<file path="src/mmd_pkg.sv">
/*
  Package for the memory map mirror decoder: region bounds, register
  offset and layout, reset values and the target enumeration.
  Assumes a 20-bit byte address space and 8-bit data.
*/
package mmd_pkg;

  // Address and data widths
  localparam int ADDR_W = 20;
  localparam int DATA_W = 8;

  // Fixed flash areas
  localparam logic [19:0] VEC_LO      = 20'h00000;
  localparam logic [19:0] VEC_HI      = 20'h0007f;
  localparam logic [19:0] VEC_RESET   = 20'h00000;
  localparam logic [19:0] VEC_BREAK   = 20'h0007e;
  localparam logic [19:0] TABLE_CALL_INSTRUCTION_LO    = 20'h00080;
  localparam logic [19:0] TABLE_CALL_INSTRUCTION_HI    = 20'h000bf;
  localparam logic [19:0] OPT_LO      = 20'h000c0;
  localparam logic [19:0] OPT_HI      = 20'h000c3;
  localparam logic [19:0] SECID_LO    = 20'h000c4;
  localparam logic [19:0] SECID_HI    = 20'h000cd;
  localparam logic [19:0] SWAP_OFFSET = 20'h01000;

  // Short-pointer range reachable by two-byte table entries
  localparam logic [19:0] NEAR_HI     = 20'h0ffff;

  // Mirror window and resources that take precedence in it
  localparam logic [19:0] MIRROR_LO   = 20'hf0000;
  localparam logic [19:0] XSFR_LO     = 20'hf0000;
  localparam logic [19:0] XSFR_HI     = 20'hf07ff;
  localparam logic [19:0] GPR_LO      = 20'hffee0;
  localparam logic [19:0] GPR_HI      = 20'hffeff;
  localparam logic [19:0] SFR_LO      = 20'hfff00;
  localparam logic [19:0] RAM_TOP     = 20'hffeff;

  // Mirror bank control register
  localparam logic [19:0] MBC_ADDR    = 20'hffffe;
  localparam logic [7:0]  MBC_RESET   = 8'h00;
  localparam int          MBC_SEL_BIT = 0;

  // Decode targets
  typedef enum logic [2:0] {
    MMD_TGT_NONE  = 3'b000,
    MMD_TGT_FLASH = 3'b001,
    MMD_TGT_MIRR  = 3'b010,
    MMD_TGT_RAM   = 3'b011,
    MMD_TGT_GPR   = 3'b100,
    MMD_TGT_SFR   = 3'b101,
    MMD_TGT_XSFR  = 3'b110,
    MMD_TGT_PROH  = 3'b111
  } mmd_tgt_t;

  // Fixed-area class of a flash address
  typedef enum logic [2:0] {
    MMD_AREA_CODE  = 3'b000,
    MMD_AREA_VEC   = 3'b001,
    MMD_AREA_TABLE_CALL_INSTRUCTION = 3'b010,
    MMD_AREA_OPT   = 3'b011,
    MMD_AREA_SECID = 3'b100
  } mmd_area_t;

endpackage
</file>
<file path="src/mmd_area.sv">
/*
  Classifies a flash address into its fixed area at the bottom of
  memory, and the boot-swap copies of all but the vector area when boot swap is in use.
  Assumes a purely combinational caller on the same clock.
*/
`timescale 1ns/1ps
module mmd_area
  import mmd_pkg::*;
(
  // Address in
  input  wire logic [19:0] addr_i,
  input  wire logic        swap_i,
  // Class out
  output mmd_pkg::mmd_area_t area_o
);

  // Area range check, used for the primary and the swap copy
  function automatic logic in_rng(input logic [19:0] a, input logic [19:0] lo,
                                  input logic [19:0] hi);
    in_rng = (a >= lo) && (a <= hi);
  endfunction

  ////////////////////////////////////////////////////////////////////////
  // Copies live one page up; only honoured with boot swap
  always_comb begin
    area_o = MMD_AREA_CODE;
    if (in_rng(addr_i, VEC_LO, VEC_HI))
      area_o = MMD_AREA_VEC;
    else if (in_rng(addr_i, TABLE_CALL_INSTRUCTION_LO, TABLE_CALL_INSTRUCTION_HI) ||
             (swap_i && in_rng(addr_i, TABLE_CALL_INSTRUCTION_LO + SWAP_OFFSET, TABLE_CALL_INSTRUCTION_HI + SWAP_OFFSET)))
      area_o = MMD_AREA_TABLE_CALL_INSTRUCTION;
    else if (in_rng(addr_i, OPT_LO, OPT_HI) ||
             (swap_i && in_rng(addr_i, OPT_LO + SWAP_OFFSET, OPT_HI + SWAP_OFFSET)))
      area_o = MMD_AREA_OPT;
    else if (in_rng(addr_i, SECID_LO, SECID_HI) ||
             (swap_i && in_rng(addr_i, SECID_LO + SWAP_OFFSET, SECID_HI + SWAP_OFFSET)))
      area_o = MMD_AREA_SECID;
  end

endmodule

</file>
<file path="src/mmd_decode.sv">
/*
  Memory map decoder with read-only flash mirror, register bank and SFR
  window decode, vector and table-call entry assembly, and the mirror
  bank control register.
  Assumes the CPU core and DMA controller present one registered access
  per cycle on clk_i; results appear one cycle after the request.
*/
`timescale 1ns/1ps

module mmd_decode
  import mmd_pkg::*;
#(
  parameter int          FLASH_BYTES = 131072,
  parameter logic [19:0] RAM_BASE    = 20'hfe300
)(
  // Clock and reset
  input  wire logic        clk_i,
  input  wire logic        rst_i,
  // Access request from a bus master
  input  wire logic        req_i,
  input  wire logic [19:0] addr_i,
  input  wire logic        wr_i,
  input  wire logic        fetch_i,
  input  wire logic [7:0]  wdata_i,
  input  wire logic [7:0]  bmask_i,
  input  wire logic        swap_i,
  // Table entry assembly
  input  wire logic        vec_req_i,
  input  wire logic        vec_break_i,
  input  wire logic [7:0]  lo_byte_i,
  input  wire logic [7:0]  hi_byte_i,
  // Decode result
  output mmd_pkg::mmd_tgt_t  tgt_o,
  output mmd_pkg::mmd_area_t area_o,
  output logic [19:0]      phys_o,
  output logic             valid_o,
  output logic             deny_o,
  output logic [7:0]       rdata_o,
  output logic [19:0]      vec_addr_o,
  output logic [19:0]      entry_o,
  output logic             mirror_sel_o
);

  ////////////////////////////////////////////////////////////////////////
  // State
  typedef struct packed {
    logic [7:0]  ctrl;
    mmd_tgt_t    tgt;
    mmd_area_t   area;
    logic [19:0] phys;
    logic        valid;
    logic        deny;
    logic [7:0]  rdata;
    logic [19:0] vaddr;
    logic [19:0] entry;
  } mmd_state_t;

  mmd_state_t r;
  mmd_state_t next_r;
  mmd_area_t  area_c;

  localparam logic [19:0] FLASH_END = 20'(FLASH_BYTES - 1);

  // Range check reused by the SFR, GPR, RAM and XSFR decode
  function automatic logic in_rng(input logic [19:0] a, input logic [19:0] lo,
                                  input logic [19:0] hi);
    in_rng = (a >= lo) && (a <= hi);
  endfunction

  ////////////////////////////////////////////////////////////////////////
  // Fixed-area classifier
  mmd_area u_area (
    .addr_i (addr_i),
    .swap_i (swap_i),
    .area_o (area_c)
  );

  ////////////////////////////////////////////////////////////////////////
  // Next-state logic
  always_comb begin
    next_r       = r;
    next_r.valid = 1'b0;
    next_r.deny  = 1'b0;
    if (req_i) begin
      next_r.valid = 1'b1;
      next_r.area  = MMD_AREA_CODE;
      next_r.phys  = addr_i;
      next_r.rdata = 8'h00;
      // Window resources win over the mirror
      if (in_rng(addr_i, SFR_LO, 20'hfffff)) begin
        next_r.tgt = MMD_TGT_SFR;
        if (addr_i == MBC_ADDR) begin
          if (wr_i)
            next_r.ctrl = {7'h00, (wdata_i[MBC_SEL_BIT] & bmask_i[MBC_SEL_BIT]) |
                          (r.ctrl[MBC_SEL_BIT] & ~bmask_i[MBC_SEL_BIT])};
          else
            next_r.rdata = {7'h00, r.ctrl[MBC_SEL_BIT]};
        end
        next_r.deny = fetch_i;
      end else if (in_rng(addr_i, GPR_LO, GPR_HI)) begin
        next_r.tgt  = MMD_TGT_GPR;
        next_r.deny = fetch_i;       // No code from register banks
      end else if (in_rng(addr_i, RAM_BASE, RAM_TOP)) begin
        next_r.tgt  = MMD_TGT_RAM;   // Data, stack and fetch allowed
      end else if (in_rng(addr_i, XSFR_LO, XSFR_HI)) begin
        next_r.tgt  = MMD_TGT_XSFR;
        next_r.deny = fetch_i;
      end else if (addr_i >= MIRROR_LO) begin
        // Mirror: read-only data; a hole past the bank is prohibited
        if (fetch_i || wr_i) begin
          next_r.tgt  = MMD_TGT_PROH;
          next_r.deny = 1'b1;
        end else begin
          next_r.tgt  = MMD_TGT_MIRR;
          next_r.phys = {3'b000, r.ctrl[MBC_SEL_BIT], addr_i[15:0]};
          if (next_r.phys > FLASH_END) begin
            next_r.tgt  = MMD_TGT_PROH;
            next_r.deny = 1'b1;
          end
        end
      end else if (addr_i <= FLASH_END) begin
        next_r.tgt  = MMD_TGT_FLASH;
        next_r.area = area_c;
      end else begin
        next_r.tgt  = MMD_TGT_PROH;
        next_r.deny = 1'b1;
      end
    end
    // Entry slot: resets at the base, break at the top slot
    if (vec_req_i)
      next_r.vaddr = vec_break_i ? VEC_BREAK : VEC_RESET;
    // Two-byte entry keeps the target under 64 K
    next_r.entry = {4'h0, hi_byte_i, lo_byte_i} & NEAR_HI;
  end

  ////////////////////////////////////////////////////////////////////////
  // Register the whole state; control resets to its documented value
  always_ff @(posedge clk_i or posedge rst_i) begin
    if (rst_i) begin
      r       <= '0;
      r.ctrl  <= MBC_RESET;
      r.tgt   <= MMD_TGT_NONE;
      r.area  <= MMD_AREA_CODE;
      r.vaddr <= VEC_RESET;
    end else begin
      r <= next_r;
    end
  end

  // Outputs straight from the state flops
  assign tgt_o        = r.tgt;
  assign area_o       = r.area;
  assign phys_o       = r.phys;
  assign valid_o      = r.valid;
  assign deny_o       = r.deny;
  assign rdata_o      = r.rdata;
  assign vec_addr_o   = r.vaddr;
  assign entry_o      = r.entry;
  assign mirror_sel_o = r.ctrl[MBC_SEL_BIT];

  ////////////////////////////////////////////////////////////////////////
  // Checks
  mirror_map_a: assert property (@(posedge clk_i) disable iff (rst_i)
    req_i && !wr_i && !fetch_i && addr_i >= 20'hf0800 && addr_i < RAM_BASE
    |=> tgt_o != MMD_TGT_MIRR || phys_o[16] == $past(r.ctrl[0]))
    else $error("mirror bank wrong");
  mirror_fetch_a: assert property (@(posedge clk_i) disable iff (rst_i)
    req_i && fetch_i |=> tgt_o != MMD_TGT_MIRR)
    else $error("fetch served from mirror");
  xsfr_win_a: assert property (@(posedge clk_i) disable iff (rst_i)
    req_i && addr_i <= XSFR_HI && addr_i >= XSFR_LO |=> tgt_o == MMD_TGT_XSFR)
    else $error("extended sfr not decoded");
  ctrl_zero_a: assert property (@(posedge clk_i) disable iff (rst_i)
    r.ctrl[7:1] == 7'h00)
    else $error("control upper bits set");
  ctrl_write_a: assert property (@(posedge clk_i) disable iff (rst_i)
    req_i && wr_i && addr_i == MBC_ADDR && bmask_i[0]
    |=> mirror_sel_o == $past(wdata_i[0]))
    else $error("control write lost");
  gpr_win_a: assert property (@(posedge clk_i) disable iff (rst_i)
    req_i && addr_i >= GPR_LO && addr_i <= GPR_HI
    |=> tgt_o == MMD_TGT_GPR && deny_o == $past(fetch_i))
    else $error("register bank decode");
  sfr_win_a: assert property (@(posedge clk_i) disable iff (rst_i)
    req_i && addr_i >= SFR_LO |=> tgt_o == MMD_TGT_SFR)
    else $error("sfr not decoded");
  ram_fetch_a: assert property (@(posedge clk_i) disable iff (rst_i)
    req_i && addr_i >= RAM_BASE && addr_i < GPR_LO
    |=> tgt_o == MMD_TGT_RAM && !deny_o)
    else $error("ram access denied");
  vec_slot_a: assert property (@(posedge clk_i) disable iff (rst_i)
    vec_req_i |=> vec_addr_o == ($past(vec_break_i) ? 20'h0007e : 20'h00000))
    else $error("vector slot wrong");
  entry_asm_a: assert property (@(posedge clk_i) disable iff (rst_i)
    // The edge that releases reset still clears the flops, so skip it
    !rst_i |=> entry_o == {4'h0, $past(hi_byte_i), $past(lo_byte_i)})
    else $error("entry byte order");
  vec_area_a: assert property (@(posedge clk_i) disable iff (rst_i)
    req_i && addr_i <= VEC_HI |=> area_o == MMD_AREA_VEC)
    else $error("vector area not flagged");

endmodule

</file>
<file path="config.mk">
export PLATFORM = sky130hd
export DESIGN_NAME = mmd_decode
export DESIGN_NICKNAME = d
export VERILOG_FILES = /design/src/mmd_pkg.sv /design/src/mmd_area.sv /design/src/mmd_decode.sv
export SDC_FILE = /design/constraint.sdc
export NUM_CORES = 1
export LEC_CHECK = 0
export BUFFER_PORTS_ARGS = -buffer_cell sky130_fd_sc_hd__buf_2
export CELL_PAD_IN_SITES_DETAIL_PLACEMENT = 1
export CELL_PAD_IN_SITES_GLOBAL_PLACEMENT = 1
export CORE_MARGIN = 1.5
export CORE_UTILIZATION = 25
export DETAILED_ROUTE_END_ITERATION = 12
export GPL_ROUTABILITY_DRIVEN = 1
export PLACE_DENSITY_LB_ADDON = 0.1
export SLEW_MARGIN = 20
export SYNTH_ARGS = -nofsm -noshare
export SYNTH_HDL_FRONTEND = slang
export SYNTH_HIERARCHICAL = 1
export SYNTH_SLANG_ARGS = --single-unit
export TNS_END_PERCENT = 5
</file>
<file path="constraint.sdc">
create_clock -name clk_i -period 4.3 [get_ports clk_i]
set_input_delay 0.86 -clock clk_i [delete_from_list [all_inputs] [get_ports clk_i]]
set_output_delay 0.86 -clock clk_i [all_outputs]
set_load 0.01 [all_outputs]
</file>
Word level (Yosys, flattened, before mapping)

Index checks and enable logic that the tools add are counted.

Flip-flop bits (word level): 73
Input bits: 60
Output and inout port bits: 77
Word-level logic and storage cells: 86

$lt $le $gt $ge: 22
Eq/ne operators: 1
Multiplexer cells: 31
Bitwise gates (word level): 4
Reduce and logical (&&, ||, !) cells: 19

Operator list:

| cell                 | number |
|---|---|
| $mux 23              | 4 |
| $ge 20x20->1 const B | 4 |
| $ge 20x13->1 const B | 3 |
| $ge 20x8->1 const B  | 3 |
| $le 20x13->1 const B | 3 |
| $le 20x20->1 const B | 3 |
| $le 20x8->1 const B  | 3 |
| $mux 20              | 2 |
| $mux 3               | 13 |
| $eq 20x20->1 const B | 1 |
| $ge 20x1->1 const B  | 1 |
| $le 20x17->1 const B | 1 |
| $le 20x7->1 const B  | 1 |
| $logic_and 1x1->1    | 14 |
| $mux 10              | 1 |
| $mux 1               | 9 |
| $mux 8               | 1 |
| $mux 7               | 1 |
| $logic_or 1x1->1     | 4 |
| $reduce_and 4->1     | 1 |
| $and 1x1->1          | 2 |
| $not 1->1            | 1 |
| $or 1x1->1           | 1 |

Logic depth before layout (Yosys ltp)

Depth after elaboration: 14
Mapped depth: 6
Depth with buffers taken out: 6

Modules after synthesis

Netlist, hierarchy kept.

Modules (own cells, without submodules):

| module     | times used | cells an instance | area each (µm²) | seq. area each (µm²) |
|---|---|---|---|---|
| mmd_decode | 1          | 163               | 2014.4          | 1176.1 |
| mmd_area   | 1          | 31                | 220.2           | 0.0 |

Least setup slack after synthesis

Ideal clock, no wire load.

Kind: input port to flip-flop
From: input addr_i[16]
To: register with a tool-made name
Library setup time: 0.128 ns
Arrival time: 2.050 ns
Data required time: 4.172 ns
Path slack: 2.123 ns
Stages: 4
Buffers on the path: 0
Path through: nand4_2 > or4_4 > nor3_2 > mux2_1

RTL lines:

| element            | line             | text |
|---|---|---|
| start: declaration | mmd_decode.sv:21 | `input wire logic [19:0] addr_i,` |

==> metrics.md <==
| Metric | Value |
|---|---|
| Via Count | `1778` |
| Synthesis-stage register bit count | `47` |
| Clock buffer count from CTS | `5` |
| Global-route wire length before repair | `9.43 mm` |
| Hold wc startpoint | `phys_o[19]` |
| Initial drt markers | `59` |
| Status | `finished clean` |
| Final Wtd Congestion | `0.740` |
| Top cell type's share of synthesized area | `52.6%` |
| CTS tree | `yes` |
| Max cap viols | `0` |
| Nets | `349` |
| Avg Synthesized Cell Area | `11.5 µm²` |
| ANT nets after route | `0` |
| Core Area | `8680 µm²` |
| Detailed Place HPWL | `4.40 mm` |
| Non-Filler Instances | `398` |
| P_sw | `0.267 mW` |
| Final TNS setup | `0 ns` |
| Worst reg2reg endpoint | `phys_o[16]` |
| DRC Markers | `0` |
| Fmax | `0.456 GHz` |
| Gate power share | `16.9%` |
| Hold Fails Final Rpt | `0` |
| Via density | `4.47` |
| Fin util | `32.4%` |
| Fin Hold WS | `0.491 ns` |
| Cell area after layout | `2810 µm²` |
| Placed Cells incl. Taps | `390` |
| Pins Over Slew Limit | `0` |
| Worst VDD drop | `0.134 mV` |
| Syn Inst Count | `194` |
| Setup Fix Bufs, Post-CTS | `0` |
| Clk pwr share | `31.4%` |
| Initial antenna violation count | `0` |
| CTS resizes | `0` |
| Worst Path Max Fanout | `34` |
| Ant. Diodes | `0` |
| Worst hold path endpoint | `phys_o[19]` |
| Reg power frac | `51.7%` |
| WL final | `5.82 mm` |
| Crit. End Element | `flip-flop` |
| Total global routing track utilization | `12.4%` |
| Share of cells above drive strength 1 | `45.2%` |
| Root buffer cell | `clkbuf_8` |
| Cells on worst reg2reg path | `2` |
| Most frequent cells in the layout | `97 x buf_2, 47 x dfrtp_1, 25 x conb_1` |
| R2r setup slk | `3.34 ns` |
| Netlist cell types | `47` |
| Per-cell routed wire length | `14.6 µm` |
| Pleak | `1.34 nW` |
| Worst min-delay path class | `reg2reg` |
| P_int | `0.667 mW` |
| Pin slew with the least headroom to its limit | `0.829 ns` |
| Aggregate global routing overflow | `0` |
| I/O pin total | `137` |
| Largest net degree at the start of global routing | `48` |
| Arr. time, crit path | `2.38 ns` |
| Final worst-path cycle share | `51.0%` |
| H-tree levels | `2` |
| Clk slew on worst S/H paths | `0.10 ns` |
| Final setup viols | `0` |
| FP Rows | `34` |
| Top post-synthesis cells by area | `dfrtp_1 53%, buf_4 10%, mux2_2 8.1%` |
| DRT Pass-1 Iters | `4` |
| Worst hold path depth | `1` |
| Commonest non-fill, non-tap cell in the layout | `buf_2` |
| Clock tree buffer depth | `2` |
| Largest area contributor in the synthesized netlist | `dfrtp_1` |
| Die area | `9520 µm²` |
| Clk_skew | `0.000426 ns` |
| Placed cell area | `2710 µm²` |
| Startpoint types | `input port` |
| Vias in the first global route | `1750` |
| Final min period | `2.19 ns` |
| CP startpoint | `req_i` |
| Syn-to-layout area delta | `25.9%` |
| Port bufs | `97` |
| CTS Sinks | `47` |
| Hold buffer count at cts | `0` |
| Worst path required time | `4.49 ns` |
| Slew headroom | `44.7%` |
| RSZ-0062 raised after global routing | `no` |
| Clk Latency, worst-skew pair | `0.30 ns` |
| Cell area power density | `332 nW/µm²` |
| Die W | `97.5 µm` |
| Chip height | `97.5 µm` |
| Sw frac | `28.6%` |
| Ys Warns | `6` |
| Initial Util | `25.7%` |
| Seq/Total Area, Yosys | `52.6%` |
| Critical path class | `in2reg` |
| Mapped cell area | `2230 µm²` |
## Yosys cell counts, drive strengths merged
library cell / number
a2111o: 1
a2111oi: 1
a21boi: 1
a21o: 2
a21oi: 2
a221oi: 1
a22o: 1
a31oi: 1
a32o: 1
a32oi: 1
and2: 1
and3: 2
and4: 1
and4bb: 1
buf: 31
clkbuf: 3
clkinv: 1
conb: 1
dfrtp: 47
inv: 8
mux2: 17
nand2: 17
nand2b: 1
nand3: 5
nand3b: 2
nand4: 2
nand4b: 1
nor2: 6
nor3: 4
nor4: 4
o211ai: 4
o21ai: 4
o22a: 1
o22ai: 2
o2bb2ai: 8
o311ai: 2
o31ai: 1
o32ai: 1
or3: 2
or4: 2
## sequential cells by signal, indices dropped and copies added (netlist names), named ones only
| signal | flops |
|---|---|
| vec_addr_o | 1 |
| rdata_o | 1 |
| phys_o | 20 |
| valid_o | 1 |
| tgt_o | 3 |
| deny_o | 1 |
| area_o | 3 |
| entry_o | 16 |
## stage by stage
step	worst slack (ns)	power [mW]
finish	2.11	0.934
global route	1.99	0.985
CTS	2.08	0.957
detailed placement	1.74	0.654
global placement	1.78	0.651
floorplan	2.12	0.594
## power by group through the flow
stage / combinational, mW / sequential, mW / clock, mW
2_1_floorplan: 0.0848 / 0.509 / 0
4_1_cts: 0.161 / 0.484 / 0.312
3_5_place_dp: 0.161 / 0.493 / 0
6_report: 0.158 / 0.483 / 0.293
5_1_grt: 0.174 / 0.488 / 0.322
3_3_place_gp: 0.159 / 0.492 / 0
## how the worst max path moves through the flow
stage               depth (start not counted)         to  slack, ns
finish                                      6  flip-flop       2.11
global route                                6  flip-flop       1.99
CTS                                         6  flip-flop       2.08
detailed placement                          6  flip-flop       1.74
global placement                            6  flip-flop       1.78
floorplan                                   4  flip-flop       2.12
## critical path, stage by stage
cell     delay, ns
buf_2         0.08
buf_4         0.35
nand2_1       0.12
or3_1         0.44
nor3_2        0.18
mux2_1        0.34
## metal layers
metal / vias up / track usage [%] / share of wire (%)
met5: - / 0 / 0
met3: 7 / 2.52 / 4.3
met2: 57 / 20.4 / 50
li1: 836 / - / -
met1: 878 / 16.2 / 45
met4: 0 / 4.62 / 1.6
## cell type report
class	instances	area [µm²]
Timing Repair Buffer	98	493
Multi-Input combinational cell	128	875
Sequential cell	47	1180
Clock buffer	6	82.6
Inverter	9	35.0
Tap cell	108	135
Clock inverter	2	16.3
Fill cell	1045	5870
## cells by family after synthesis
kind of cell / Yosys count / share of synthesized area (%)
mux: 17 / 8.57
buf+inv: 43 / 12.3
other cells: 1 / 0.168
flops: 47 / 52.6
compound gates: 35 / 12.4
simple gates: 51 / 13.9
Note: power is estimated with default switching activity, not from simulation.
